### config.mk
export PLATFORM = sky130hd
export DESIGN_NAME = acs_top
export DESIGN_NICKNAME = d
export VERILOG_FILES = /design/src/verilog/acs_pkg.sv /design/src/verilog/acs_ctl_if.sv /design/src/verilog/acs_top.sv /design/src/verilog/acs_sequencer.sv /design/src/verilog/acs_pin_gate.sv
export SDC_FILE = /design/constraint.sdc
export NUM_CORES = 1
export LEC_CHECK = 0
export BUFFER_PORTS_ARGS = -buffer_cell sky130_fd_sc_hd__buf_2
export CAP_MARGIN = 15
export CORE_MARGIN = 2
export CORE_UTILIZATION = 51
export CTS_CLUSTER_SIZE = 30
export DETAILED_ROUTE_END_ITERATION = 8
export HOLD_SLACK_MARGIN = 0.03
export PLACE_DENSITY = 0.86
export SLEW_MARGIN = 40
export SYNTH_ARGS = -nofsm -noshare
export SYNTH_HDL_FRONTEND = slang
export SYNTH_SLANG_ARGS = --single-unit
### constraint.sdc
create_clock -name ref_clk -period 4.55 [get_ports ref_clk]
set_input_delay 0.2275 -clock ref_clk [delete_from_list [all_inputs] [get_ports ref_clk]]
set_output_delay 0.2275 -clock ref_clk [all_outputs]
set_load 0.03 [all_outputs]
### src/verilog/acs_pkg.sv
package acs_pkg;
  // register offsets (printed, byte addresses are index * 4)
  localparam logic [11:0] ctrl_0_idx       = 12'hf70;
  localparam logic [11:0] ctrl_status_1_idx = 12'hf71;
  localparam logic [11:0] result_high_idx  = 12'hf72;
  localparam logic [11:0] result_low_idx   = 12'hf73;
  localparam logic [11:0] status_idx       = 12'hf74;
  // reset values
  localparam logic [7:0] ctrl_0_rst        = 8'h00;
  localparam logic [7:0] ctrl_status_1_rst = 8'h80;
  // control register 0 field positions, hi_pos is in control register 1
  localparam int go_pos     = 7;
  localparam int refpin_pos = 6;
  localparam int lo_pos     = 5;
  localparam int repeat_pos = 4;
  localparam int hi_pos     = 7;
  // timing in system clock cycles
  localparam int idle_cycles     = 160;
  localparam int powerup_cycles  = 40;
  localparam int convert_cycles  = 5129;
  localparam int count_w         = 13;
  // reference level decode
  typedef enum logic [1:0] {
    acs_ref_external = 2'b00,
    acs_ref_1v0      = 2'b01,
    acs_ref_2v0      = 2'b10,
    acs_ref_rsvd     = 2'b11
  } acs_ref_type;
  // sequencer states
  typedef enum logic [1:0] {
    acs_off,
    acs_powerup,
    acs_convert,
    acs_idle
  } acs_state_type;
endpackage

### src/verilog/acs_ctl_if.sv
`timescale 1ns/1ps
// control fields and conversion status shared between register file and sequencer
interface acs_ctl_if;
  logic        start;
  logic        repeat_mode;
  logic        busy;
  logic        done;
  logic        powered;
  logic [10:0] sample;
  modport regs (output start, output repeat_mode, input busy, input done, input powered, input sample);
  modport seq  (input start, input repeat_mode, output busy, output done, output powered, output sample);
endinterface

### src/verilog/acs_top.sv
`timescale 1ns/1ps
module acs_top (
  // clock and reset
  input  wire logic        ref_clk,
  input  wire logic        nrst,
  // wishbone slave
  input  wire logic        wb_cyc_i,
  input  wire logic        wb_stb_i,
  input  wire logic        wb_we_i,
  input  wire logic [13:0] wb_adr_i,
  input  wire logic [3:0]  wb_sel_i,
  input  wire logic [31:0] wb_dat_i,
  output logic [31:0]      wb_dat_o,
  output logic             wb_ack_o,
  output logic             wb_err_o,
  // analog core
  input  wire logic [10:0] core_sample,
  output logic             core_power,
  output logic             core_convert,
  output logic [3:0]       core_channel,
  output logic [1:0]       core_ref_level,
  output logic             core_ref_internal_en,
  output logic             core_ref_to_pin,
  // analog pin gating
  input  wire logic [7:0]  pin_alt_en,
  input  wire logic [7:0]  pin_out_en_in,
  input  wire logic [7:0]  pin_in_raw,
  output logic [7:0]       pin_out_en,
  output logic [7:0]       pin_in
);
  logic        rst_s1_r;
  logic        rst_n_r;
  logic [7:0]  ctrl_0_r;
  logic [7:0]  ctrl_1_r;
  logic [7:0]  result_high_r;
  logic [2:0]  result_low_r;
  logic        valid_r;
  logic        ack_r;
  logic        ack_nxt;
  logic [31:0] dat_r;
  logic [31:0] dat_nxt;
  logic        err_r;
  logic        req_w;
  logic        wr_w;
  logic        rd_w;
  logic        hit_c0;
  logic        hit_c1;
  logic        hit_rh;
  logic        hit_rl;
  logic        hit_st;
  logic        mapped_w;
  logic        wr_c0;
  logic        wr_c1;
  logic [7:0]  go_clear_mask;
  acs_ctl_if   ctl ();

  // index of a printed offset from a byte address
  function automatic logic hit(input logic [13:0] adr, input logic [11:0] idx);
    hit = (adr[13:2] == idx);
  endfunction

  // reset release through two flops
  always_ff @(posedge ref_clk or negedge nrst) begin
    if (!nrst) begin
      rst_s1_r <= 1'b0;
      rst_n_r  <= 1'b0;
    end else begin
      rst_s1_r <= 1'b1;
      rst_n_r  <= rst_s1_r;
    end
  end

  // address decode
  assign req_w    = wb_cyc_i && wb_stb_i && !ack_r && !err_r;
  assign hit_c0   = hit(wb_adr_i, acs_pkg::ctrl_0_idx);
  assign hit_c1   = hit(wb_adr_i, acs_pkg::ctrl_status_1_idx);
  assign hit_rh   = hit(wb_adr_i, acs_pkg::result_high_idx);
  assign hit_rl   = hit(wb_adr_i, acs_pkg::result_low_idx);
  assign hit_st   = hit(wb_adr_i, acs_pkg::status_idx);
  assign mapped_w = hit_c0 || hit_c1 || hit_rh || hit_rl || hit_st;
  assign wr_w     = req_w && mapped_w && wb_we_i && wb_sel_i[0];
  assign rd_w     = req_w && mapped_w && !wb_we_i;
  assign wr_c0    = wr_w && hit_c0;
  assign wr_c1    = wr_w && hit_c1;

  // read data selection
  always_comb begin
    dat_nxt = '0;
    if (hit_c0) begin
      dat_nxt[7:0] = {ctl.busy, ctrl_0_r[6:0]};
    end else if (hit_c1) begin
      dat_nxt[7:0] = ctrl_1_r;
    end else if (hit_rh) begin
      dat_nxt[7:0] = result_high_r;
    end else if (hit_rl) begin
      dat_nxt[7:0] = {result_low_r, 5'h00};
    end else if (hit_st) begin
      dat_nxt[7:0] = {5'h00, ctl.powered, valid_r, ctl.busy};
    end
  end

  assign ack_nxt = req_w && mapped_w;

  // bus answer one cycle after request
  always_ff @(posedge ref_clk or negedge rst_n_r) begin
    if (!rst_n_r) begin
      ack_r <= 1'b0;
      err_r <= 1'b0;
      dat_r <= '0;
    end else begin
      ack_r <= ack_nxt;
      err_r <= req_w && !mapped_w;
      if (rd_w) dat_r <= dat_nxt;
    end
  end

  assign wb_ack_o = ack_r;
  assign wb_err_o = err_r;
  assign wb_dat_o = dat_r;

  // go clears at single-shot end, a new write wins
  assign go_clear_mask = (ctl.done && !ctl.repeat_mode) ? 8'h7f : 8'hff;

  // control registers
  always_ff @(posedge ref_clk or negedge rst_n_r) begin
    if (!rst_n_r) begin
      ctrl_0_r <= acs_pkg::ctrl_0_rst;
      ctrl_1_r <= acs_pkg::ctrl_status_1_rst;
    end else begin
      if (wr_c0) ctrl_0_r <= wb_dat_i[7:0] | {ctrl_0_r[acs_pkg::go_pos] & ctl.busy, 7'h00};
      else       ctrl_0_r <= ctrl_0_r & go_clear_mask;
      if (wr_c1) ctrl_1_r <= wb_dat_i[7:0];
    end
  end

  // result capture and read latching
  always_ff @(posedge ref_clk or negedge rst_n_r) begin
    if (!rst_n_r) begin
      result_high_r <= '0;
      result_low_r  <= '0;
      valid_r       <= 1'b0;
    end else begin
      result_high_r <= ctl.sample[10:3];
      if (rd_w && hit_rh) result_low_r <= ctl.sample[2:0];
      if (ctl.done) valid_r <= 1'b1;
      else if (wr_c0 && wb_dat_i[acs_pkg::go_pos] && !wb_dat_i[acs_pkg::repeat_pos]) valid_r <= 1'b0;
    end
  end

  // start pulse and mode to sequencer
  assign ctl.start       = wr_c0 && wb_dat_i[acs_pkg::go_pos];
  assign ctl.repeat_mode = ctrl_0_r[acs_pkg::repeat_pos];

  // analog configuration
  assign core_channel         = ctrl_0_r[3:0];
  assign core_ref_level       = {ctrl_1_r[acs_pkg::hi_pos], ctrl_0_r[acs_pkg::lo_pos]};
  assign core_ref_internal_en = (core_ref_level != acs_pkg::acs_ref_external);
  assign core_ref_to_pin      = ctrl_0_r[acs_pkg::refpin_pos] && core_ref_internal_en;

  acs_sequencer u_seq (
    .clk          (ref_clk),
    .rst_n        (rst_n_r),
    .core_sample  (core_sample),
    .core_power   (core_power),
    .core_convert (core_convert),
    .ctl          (ctl)
  );

  acs_pin_gate u_pins (
    .pin_alt_en    (pin_alt_en),
    .pin_out_en_in (pin_out_en_in),
    .pin_in_raw    (pin_in_raw),
    .pin_out_en    (pin_out_en),
    .pin_in        (pin_in)
  );
endmodule

### src/verilog/acs_sequencer.sv
`timescale 1ns/1ps
// powerup, conversion and idle powerdown timing
module acs_sequencer (
  // clock and reset
  input  wire logic   clk,
  input  wire logic   rst_n,
  // analog core
  input  wire logic [10:0] core_sample,
  output logic        core_power,
  output logic        core_convert,
  // control
  acs_ctl_if.seq      ctl
);
  acs_pkg::acs_state_type state_r;
  acs_pkg::acs_state_type state_nxt;
  logic [12:0] cnt_r;
  logic [12:0] cnt_nxt;
  logic [10:0] sample_r;
  logic        done_w;

  // conversion ends at the last cycle of the count
  assign done_w = (state_r == acs_pkg::acs_convert) &&
                  (cnt_r == 13'(acs_pkg::convert_cycles - 1));

  // next state and counter
  always_comb begin
    state_nxt = state_r;
    cnt_nxt   = cnt_r + 13'h1;
    case (state_r)
      acs_pkg::acs_off: begin
        cnt_nxt = '0;
        if (ctl.start) state_nxt = acs_pkg::acs_powerup;
      end
      acs_pkg::acs_powerup: begin
        if (cnt_r == 13'(acs_pkg::powerup_cycles - 1)) begin
          state_nxt = acs_pkg::acs_convert;
          cnt_nxt   = '0;
        end
      end
      acs_pkg::acs_convert: begin
        if (done_w) begin
          cnt_nxt   = '0;
          state_nxt = ctl.repeat_mode ? acs_pkg::acs_convert : acs_pkg::acs_idle;
        end
      end
      default: begin
        if (ctl.start) begin
          state_nxt = acs_pkg::acs_convert;
          cnt_nxt   = '0;
        end else if (cnt_r == 13'(acs_pkg::idle_cycles - 1)) begin
          state_nxt = acs_pkg::acs_off;
          cnt_nxt   = '0;
        end
      end
    endcase
  end

  // state registers
  always_ff @(posedge clk or negedge rst_n) begin
    if (!rst_n) begin
      state_r  <= acs_pkg::acs_off;
      cnt_r    <= '0;
      sample_r <= '0;
    end else begin
      state_r <= state_nxt;
      cnt_r   <= cnt_nxt;
      if (done_w) sample_r <= core_sample;
    end
  end

  assign core_power   = (state_r != acs_pkg::acs_off);
  assign core_convert = (state_r == acs_pkg::acs_convert);
  assign ctl.busy     = (state_r == acs_pkg::acs_powerup) || (state_r == acs_pkg::acs_convert);
  assign ctl.done     = done_w;
  assign ctl.powered  = core_power;
  assign ctl.sample   = sample_r;
endmodule

### src/verilog/acs_pin_gate.sv
`timescale 1ns/1ps
// analog pin alternate function gating
module acs_pin_gate (
  // pin configuration
  input  wire logic [7:0] pin_alt_en,
  input  wire logic [7:0] pin_out_en_in,
  input  wire logic [7:0] pin_in_raw,
  // gated drivers
  output logic [7:0]      pin_out_en,
  output logic [7:0]      pin_in
);
  // analog pins lose digital drivers
  assign pin_out_en = pin_out_en_in & ~pin_alt_en;
  assign pin_in     = pin_in_raw & ~pin_alt_en;
endmodule

==> summary.md, run 1 <==
| Metric | Value |
|---|---|
| Placed cell count | 455 |
| CTS buffer count | 9 |
| EDFF count, synth | 0 |
| Synth area leader | dfrtp_1 |
| R2r endpoint | u_seq.cnt_r[12] |
| Final Setup Violations | 0 |
| Gpl congestion | 0.863 |
| Tightest Pin Transition | approximately 630 ps |
| R2R cell count | 6 |
| Yosys warnings | 0 |
| Synth Cell Area | 3280 sq um |
| Residual DRC | 0 |
| Seq/Total Area, Yosys | 0.497 |
| Relative slew slack | 0.575 |
| Reg2reg setup slack | 2270 ps |
| Count leader, synth | dfrtp_1 |
| First-pass GRT wire length | 11100 um |
| Final Hold Fails | 0 |
| Final period util | 0.502 |
| Worst Hold End | u_seq.ctl.sample[4] |
| Fill count | 522 |
| Layout Nets | 486 |
| CTS tree | yes |
| Fraction of layout cells with a size suffix above 1 | 0.390 |
| Worst skew pair latency | approximately 350 ps |
| Cell variety after synth | 43 |
| Synth top cells by count | dfrtp_1 (64), buf_4 (30), mux2_2 (29) |
| Crit Reg-Reg Startpoint | u_seq.cnt_r[6] |
| Worst EP required | 4780 ps |
| P&R area growth vs syn | 19.1% |
| Util after Layout | 0.621 |
| Initial Util | 0.522 |
| Rows | 29 |
| Die area | 7080 sq um |
| Clk buf depth | 2 |
| Post-CTS setup repair buffer count | 0 |
| Worst Setup Start Kind | flip-flop |
| Yosys top cell area share | 0.489 |
| Post-DP HPWL | 4910 um |
| Sum Neg Setup Slack | 0 ps |
| Data arrival, critical path | 2510 ps |
| Vias in the first global route | 2419 |
| Crit. End Element | flip-flop |
| Final ANT Viol Nets | 0 |
| HP Class | in -> reg |
| Minimum clock period | around 2300 ps |
| Antenna violations before repair | 0 |
| Top Ports | 150 |
| Synthesized area per cell | approximately 11 sq um |
| Outcome | completed |
| DR vias | 2428 |
| Post-Layout Cell Count | 472 |
| WL per Instance | 13.7 um |
| Clock skew | 11.1 ps |
| Pwr per Cell Area | 364 nW/um^2 |
| Yosys reg bits | 65 |
| Leak | 1.98 nW |
| Area of the multi-input gates | 1460 sq um |
| Async S/R FF share, synth | 1.00 |
| Number of port buffers | 96 |
| Hold depth | 2 |
| Drt first pass iters | 4 |
| Worst IR Drop VDD | 0.000231 V |
| Max Slew Vio Count | 0 |
| Register area | 1630 sq um |
| Critical path class | reg -> reg |
| CP Max Fanout | 8 |
| # hold bufs at CTS | 1 |
| Fmax | 438 MHz |
| RSZ-0062 raised after global routing | no |
| Hold Startpoint | core_sample[4] |
| Clock Tree Root | clkbuf_8 |
| CTS clk-pin slew, worst paths | ~80 ps |
| Drt total wl | 6470 um |
| Antenna diodes | 0 |
| Largest net degree at the start of global routing | 64 |
| Clock sink count | 65 |
| Synth area leaders | dfrtp_1 (49%), mux2_2 (10%), buf_4 (6.9%), nor2b_1 (3.8%), nand2_1 (2.6%) |
| Post_cts resized | 0 |
| # H-tree levels | 3 |
| Total gr overflow | 0 |
| Synth Instances | between 200 and 300 |
| Final Power | 1.42 mW |
| DRT iter0 DRCs | 117 |
| Chip width | 84.1 um |
| Max cap viols | 0 |
| Gr usage total | 0.198 |
| Core area | approximately 6300 sq um |
| Synth Flop Type | dfrtp_1 |
| DR vias/cell | 5.14 |
| Die height | about 84 um |
## critical path, stage by stage, from the launching register on
cell and delay (ps):
dfrtp_1 430, nor4_1 500, nand4_1 170, a22o_1 310, a22oi_1 420, buf_2 280, nor2_1 70
## cells by family (layout without fill, tap and decap cells)
group,count (synthesis),after routing,synth area share
other,2,25,0.00229
adder cells (fa/ha/maj),6,6,0.0229
buffers and inverters,44,123,0.0859
AND/OR/NAND/NOR,100,100,0.176
AO/OA/AOI/OAI,28,28,0.0500
flip-flops,65,65,0.497
multiplexers,39,39,0.142
XOR/XNOR,9,9,0.0241
## worst max-delay path by stage
| stage | from | end |
|---|---|---|
| 6_report | u_seq.cnt_r[6] | u_seq.cnt_r[12] |
| 2_1_floorplan | wb_ack_o | ctrl_0_r[0] |
| 4_1_cts | u_seq.cnt_r[6] | u_seq.cnt_r[12] |
| 5_1_grt | u_seq.cnt_r[6] | u_seq.cnt_r[12] |
| 3_5_place_dp | u_seq.cnt_r[6] | u_seq.cnt_r[12] |
| 3_3_place_gp | wb_adr_i[12] | u_seq.cnt_r[9] |
## registers in the layout, summed over array words and instances, names as in the netlist, 2 cells and up
signal            cells
u_seq.cnt_r          13
u_seq.ctl.sample     11
ctrl_1_r              8
result_high_r         8
wb_dat_o              8
ctrl_0_r              7
result_low_r          3
u_seq.state_r         2
## placed cells by master (no fill, tap or decap), types with 2 or more instances in the layout
cell / synthesis / routed
nor2b_1: 20 / 20
o21ai_0: 17 / 17
clkbuf_8: 0 / 9
and2_1: 5 / 5
mux2i_1: 7 / 7
mux2_2: 29 / 29
conb_1: 2 / 25
xnor2_1: 3 / 3
nand3_1: 4 / 4
nor4_1: 2 / 2
nor3_1: 4 / 3
mux4_2: 3 / 3
a21oi_1: 2 / 2
nor2_1: 16 / 16
ha_1: 6 / 6
nand2_1: 23 / 23
a22oi_1: 4 / 4
nand3b_1: 2 / 2
buf_2: 3 / 97
dfrtp_1: 64 / 63
inv_1: 8 / 8
inv_6: 0 / 5
nand4_1: 8 / 8
and3_1: 4 / 4
xor2_1: 6 / 6
## routing by layer
| metal | GRT usage | wire (um) |
|---|---|---|
| met1 | 0.245 | 2680 |
| met2 | 0.317 | 3140 |
| met3 | 0.0698 | 503 |
| met4 | 0.0850 | 152 |
| met5 | 0 | 0 |
## where the power goes
group,internal [mW],leakage [nW],switching (mW)
clock,0.206,0.0914,0.242
sequential,0.607,0.843,0.0229
combinational,0.125,1.05,0.216
total,0.938,1.98,0.481
## layout make-up
class	instances	area share
clock buffer	9	0.0318
clock inverter	7	0.0144
inverter	8	0.00770
multi-input combinational	207	0.374
sequential	65	0.418
tap	77	0.0247
timing repair buffer	99	0.130
## stage by stage
step	instance area [sq um]	setup slack, ps	hold slack [ps]
final	3900	2270	101
after global routing	3900	2030	75.8
after CTS	3900	2270	86.0
after detailed placement	3710	2290	13.9
after global placement	3700	1930	13.1
after floorplan	3360	2530	-68.1
(Power assumes the default switching activity.)
==> inputs of run 2 (changes only) <==
--- a/config.mk
+++ b/config.mk
@@ -8,11 +8,11 @@
 export BUFFER_PORTS_ARGS = -buffer_cell sky130_fd_sc_hd__buf_2
 export CAP_MARGIN = 15
 export CORE_MARGIN = 2
-export CORE_UTILIZATION = 51
+export CORE_UTILIZATION = 47
 export CTS_CLUSTER_SIZE = 30
 export DETAILED_ROUTE_END_ITERATION = 8
 export HOLD_SLACK_MARGIN = 0.03
-export PLACE_DENSITY = 0.86
+export PLACE_DENSITY = 0.8
 export SLEW_MARGIN = 40
 export SYNTH_ARGS = -nofsm -noshare
 export SYNTH_HDL_FRONTEND = slang
==> constraint.sdc (replaced) <==
create_clock -name ref_clk -period 2.25 [get_ports ref_clk]
set_input_delay 0.1125 -clock ref_clk [delete_from_list [all_inputs] [get_ports ref_clk]]
set_output_delay 0.1125 -clock ref_clk [all_outputs]
set_load 0.03 [all_outputs]
==> run 2 against run 1 <==
  * Final cell count is 4.9% higher
  * Cell area rose by 5.8%
  * Clock skew shrank 2.8 ps
  * Clock power rose by 130%
  * Global-route usage fell by 1.7 points
  * First-iteration DRC count grew 6.0%
  * Non-clock buffer count rose by 20
  * Die area rose by 8.1%
  * Sequential share of layout area is 2.3 points lower
  * Fmax rose by 11%
  * Count of clock-buffer cells in the layout grew 2
  * Sequential cell count unchanged
  * Highest routed layer unchanged
==> summary.md, run 2 (synthesis gave the netlist of run 1 again) <==
| Metric | Value |
|---|---|
| RSZ-0062 raised after global routing | no |
| Largest net degree at the start of global routing | 46 |
| Die area | approximately 7700 sq um |
| # H-tree levels | 3 |
| Pwr per Cell Area | between 700 and 800 nW/um^2 |
| WL per Instance | 13.5 um |
| Minimum clock period | 2060 ps |
| Max cap viols | 0 |
| First-pass GRT wire length | between 10000 and 15000 um |
| Drt total wl | ~6700 um |
| Clk buf depth | 2 |
| Fmax | 486 MHz |
| Rows | 30 |
| Total gr overflow | 0 |
| Final Hold Fails | 0 |
| Worst skew pair latency | 340 ps |
| Worst EP required | 2480 ps |
| Vias in the first global route | 2299 |
| Commonest non-fill, non-tap cell in the layout | buf_2 |
| R2R cell count | 5 |
| Clock sink count | 65 |
| CP Max Fanout | 12 |
| CTS buffer count | 9 |
| Number of port buffers | 96 |
| Residual DRC | 0 |
| Final ANT Viol Nets | 0 |
| Most frequent cells in the layout | buf_2 (96), dfrtp_1 (63), mux2_2 (29) |
| Most flops, register | u_seq.cnt_r |
| DR vias/cell | 4.95 |
| Gr usage total | 0.181 |
| Layout Nets | 506 |
| Sum Neg Setup Slack | 0 ps |
| Antenna violations before repair | 0 |
| Worst IR Drop VDD | 0.000438 V |
| Worst Setup Start Kind | flip-flop |
| Drt first pass iters | 4 |
| Top Ports | 150 |
| Hold depth | 2 |
| Critical path class | reg -> reg |
| Post-DP HPWL | 4980 um |
| Clock skew | 8.36 ps |
| Final Setup Violations | 0 |
| DRT iter0 DRCs | ~120 |
| Max Slew Vio Count | 0 |
| Fin worst setup slack | 192 ps |
| P&R area growth vs syn | 25.9% |
| Initial Util | 0.485 |
| Largest register FFs | 13 |
| Post_cts resized | 0 |
| Leak | 2.08 nW |
| # hold bufs at CTS | 17 |
| Final period util | 0.915 |
| Post-CTS setup repair buffer count | 0 |
| Outcome | completed |
| Die height | between 80 and 90 um |
| CTS tree | yes |
| Chip width | approximately 90 um |
| Fill count | ~530 |
| Data arrival, critical path | roughly 2300 ps |
| DR vias | 2451 |
| Gpl congestion | 0.826 |
| Reg2reg setup slack | 190 ps |
| Crit. End Element | flip-flop |
| Post-Place Worst Slack | 239 ps |
| Relative slew slack | 0.601 |
| Util after Layout | 0.611 |
| Core area | 6760 sq um |
| Fraction of layout cells with a size suffix above 1 | 0.376 |
| Final Power | 3.01 mW |
| Clock Tree Root | clkbuf_8 |
| Antenna diodes | 0 |
| HP Class | in -> reg |
| CTS clk-pin slew, worst paths | 80 ps |
| Tightest Pin Transition | 590 ps |
## run 2: area by class of cell
| type | count | area, sq um | area share |
|---|---|---|---|
| timing repair buffer | 119 | 708 | 0.172 |
| clock buffer | 11 | 141 | 0.0343 |
| clock inverter | 5 | 63.8 | 0.0155 |
| inverter | 8 | 30.0 | 0.00728 |
| sequential | 65 | 1630 | 0.395 |
| multi-input combinational | 207 | 1450 | 0.352 |
| tap | 80 | 100 | 0.0243 |
## run 2: worst max-delay path, cell delays in order (launching register included)
cell and delay [ps]:
dfrtp_1 420, nor4_1 490, nand4_1 190, inv_1 90, nand2_1 340, mux2_2 410
## run 2: routing by layer
layer  part of all wire  track usage  vias up  wire (um)
met1               0.43        0.226     1143       2860
met2               0.49        0.296      104       3300
met4              0.022       0.0937        0        150
met3              0.057       0.0379       11        382
met5                  0            0        -          0
li1                   -            -     1193          -
## run 2: report_power, final
part	switching [mW]	internal (mW)
clock	0.459	0.550
sequential	0.0549	1.23
combinational	0.436	0.285
## run 2: metrics by stage
stage	instances	hold WS, ps	area (sq um)
3_3_place_gp	462	-99.8	3750
6_report	495	41.5	4130
4_1_cts	495	31.2	4130
3_5_place_dp	462	-97.6	3750
2_1_floorplan	316	-183	3360
5_1_grt	495	35.8	4130
## run 2: worst paths after layout
| path | start | end |
|---|---|---|
| setup reg to reg | u_seq.cnt_r[6] | u_seq.ctl.sample[7] |
| hold reg to reg | rst_n_r | u_seq.cnt_r[2] |
| max in group asynchronous | rst_n_r | ctrl_1_r[7] |
| setup / recovery | u_seq.cnt_r[6] | u_seq.ctl.sample[7] |
| min in group asynchronous | nrst | rst_n_r |
| hold / removal | wb_dat_i[4] | ctrl_1_r[4] |
==> inputs of run 3 (changes only) <==
--- a/config.mk
+++ b/config.mk
@@ -7,6 +7,7 @@
 export LEC_CHECK = 0
 export BUFFER_PORTS_ARGS = -buffer_cell sky130_fd_sc_hd__buf_2
 export CAP_MARGIN = 15
+export CORE_ASPECT_RATIO = 1.5
 export CORE_MARGIN = 2
 export CORE_UTILIZATION = 47
 export CTS_CLUSTER_SIZE = 30
==> run 3 against run 2 <==
  * Critical path depth unchanged
  * Clock skew up 4.1 ps
  * Sequential cell count unchanged
  * Clock power about the same
  * Non-clock buffer count up 3
  * First-iteration DRC count up 5.6%
  * Final cell count up 0.20%
  * Hold slack better by 16 ps
  * Sequential power about the same
  * Via count up 2.9%
  * Global-route usage up 0.61 points
  * Core utilization down 0.13 points
==> summary.md, run 3 (synthesis gave the netlist of run 1 again) <==
| Metric | Value |
|---|---|
| Largest register FFs | 13 |
| Residual DRC | 0 |
| WL per Instance | 14.1 um |
| DR vias/cell | roughly 5.1 |
| Final period util | 0.908 |
| Pwr per Cell Area | 731 nW/um^2 |
| DR vias | roughly 2500 |
| Final ANT Viol Nets | 0 |
| Final Hold Fails | 0 |
| Crit-path cells | nor4_1 -> nand4_1 -> inv_1 -> nand2_1 -> mux2_2 |
| Layout Nets | approximately 500 |
| Worst setup startpoint | u_seq.cnt_r[6] |
| Fmax | 489 MHz |
| Crit Reg-Reg Startpoint | u_seq.cnt_r[6] |
| Fill count | ~570 |
| Total gr overflow | 0 |
| Minimum clock period | just over 2000 ps |
| HP Class | in -> reg |
| Gr usage total | 0.187 |
| Die height | 106 um |
| Final Power | 3.03 mW |
| Worst EP required | 2480 ps |
| DRT iter0 DRCs | 131 |
| Drt first pass iters | 4 |
| Worst Setup Start Kind | flip-flop |
| CP peak stage delay | 510 ps |
| Clock sink count | 65 |
| Number of port buffers | 96 |
| CP max-delay cell | nor4_1 |
| Antenna diodes | 0 |
| Worst skew pair latency | 350 ps |
| CTS buffer count | 9 |
| Antenna violations before repair | 0 |
| Tightest Pin Transition | 644 ps |
| Placed Area | 3760 sq um |
| Critical path class | reg -> reg |
| Post-DP HPWL | 5140 um |
| Die area | 7670 sq um |
| Rows | 37 |
| CTS clk-pin slew, worst paths | 70 ps |
| Clk buf depth | 2 |
| Chip width | 72.2 um |
| # hold bufs at CTS | 18 |
| Drt total wl | 6990 um |
| Commonest non-fill, non-tap cell in the layout | buf_2 |
| Largest net degree at the start of global routing | 39 |
| Fraction of layout cells with a size suffix above 1 | 0.380 |
| CP Max Fanout | 12 |
| Max cap viols | 0 |
| Crit. End Element | flip-flop |
| First-pass GRT wire length | 10800 um |
| Max Slew Vio Count | 0 |
| # H-tree levels | 3 |
| Gpl congestion | 0.806 |
| Clock Tree Root | clkbuf_8 |
| Leak | 2.10 nW |
| Clock skew | 12.4 ps |
| CTS tree | yes |
| Most frequent cells in the layout | buf_2 (96), dfrtp_1 (63), mux2_2 (29) |
| Relative slew slack | 0.567 |
| RSZ-0062 raised after global routing | no |
| Sum Neg Setup Slack | 0 ps |
| Vias in the first global route | 2316 |
| Most flops, register | u_seq.cnt_r |
| Top Ports | 150 |
| Finished Cell Area | approximately 4100 sq um |
| Final Setup Violations | 0 |
| Post_cts resized | 0 |
| Data arrival, critical path | 2280 ps |
| Worst IR Drop VDD | approximately 0.0004 V |
| Core area | 6810 sq um |
| P&R area growth vs syn | 26.6% |
| Initial Util | 0.481 |
| Post-CTS setup repair buffer count | 0 |
| Outcome | completed |
| Hold Startpoint | wb_dat_i[4] |
[run 3: cell count changes in the layout (fill, tap and decap cells not counted), sizes merged]
cell and change:
buf +2, clkinv +2, clkbuf -1, clkinvlp -1
dlygate4sd3 +1
[run 3: path summary, 6_finish.rpt]
| kind | to | slack (ps) | cells past startpoint |
|---|---|---|---|
| setup / recovery | u_seq.ctl.sample[6] | 210 | 5 |
| hold / removal | ctrl_1_r[4] | 60 | 2 |
| setup reg to reg | u_seq.ctl.sample[6] | 210 | 5 |
| hold reg to reg | ctrl_1_r[3] | 260 | 0 |
| max in group asynchronous | ctrl_1_r[7] | 1340 | 1 |
| min in group asynchronous | rst_s1_r | 80 | 2 |
[run 3: worst max-delay path: cells and delay by family, from the launching register on]
kind	cells	cell delay, ps
buf+inv	1	90
flops	1	430
mux	1	400
simple gates	3	1020
[run 3: through the flow]
| step | hold WS (ps) | instances | worst slack [ps] | util |
|---|---|---|---|---|
| 6_report | 57.1 | 496 | 206 | 0.609 |
| 5_1_grt | 37.3 | 496 | 23.1 | 0.609 |
| 4_1_cts | 32.6 | 496 | 172 | 0.609 |
| 3_5_place_dp | -99.2 | 462 | 184 | 0.553 |
| 3_3_place_gp | -100 | 462 | 276 | 0.553 |
| 2_1_floorplan | -183 | 316 | 229 | - |
[run 3: routing by layer]
| layer | track usage | wire (um) | part of all wire | up-vias |
|---|---|---|---|---|
| met3 | 0.0493 | 539 | 0.077 | 8 |
| li1 | - | - | - | 1197 |
| met4 | 0.0849 | 128 | 0.018 | 0 |
| met5 | 0 | 0 | 0 | - |
| met2 | 0.324 | 3630 | 0.52 | 121 |
| met1 | 0.211 | 2690 | 0.39 | 1195 |
[run 3: power by group]
group          leakage (nW)  switching (mW)  internal, mW
combinational          1.15           0.454         0.289
sequential            0.843          0.0543          1.23
clock                 0.107           0.460         0.545
total                  2.10           0.967          2.06
[run 3: area by class of cell]
type	instances	area (sq um)	share of cell area
flip-flops and latches	65	1630	0.393
multi-input cells	207	1450	0.350
repair buffers	122	733	0.177
clock buffers	10	138	0.0332
well taps	78	97.6	0.0235
clock inverters	6	66.3	0.0160
inverters	8	30.0	0.00724
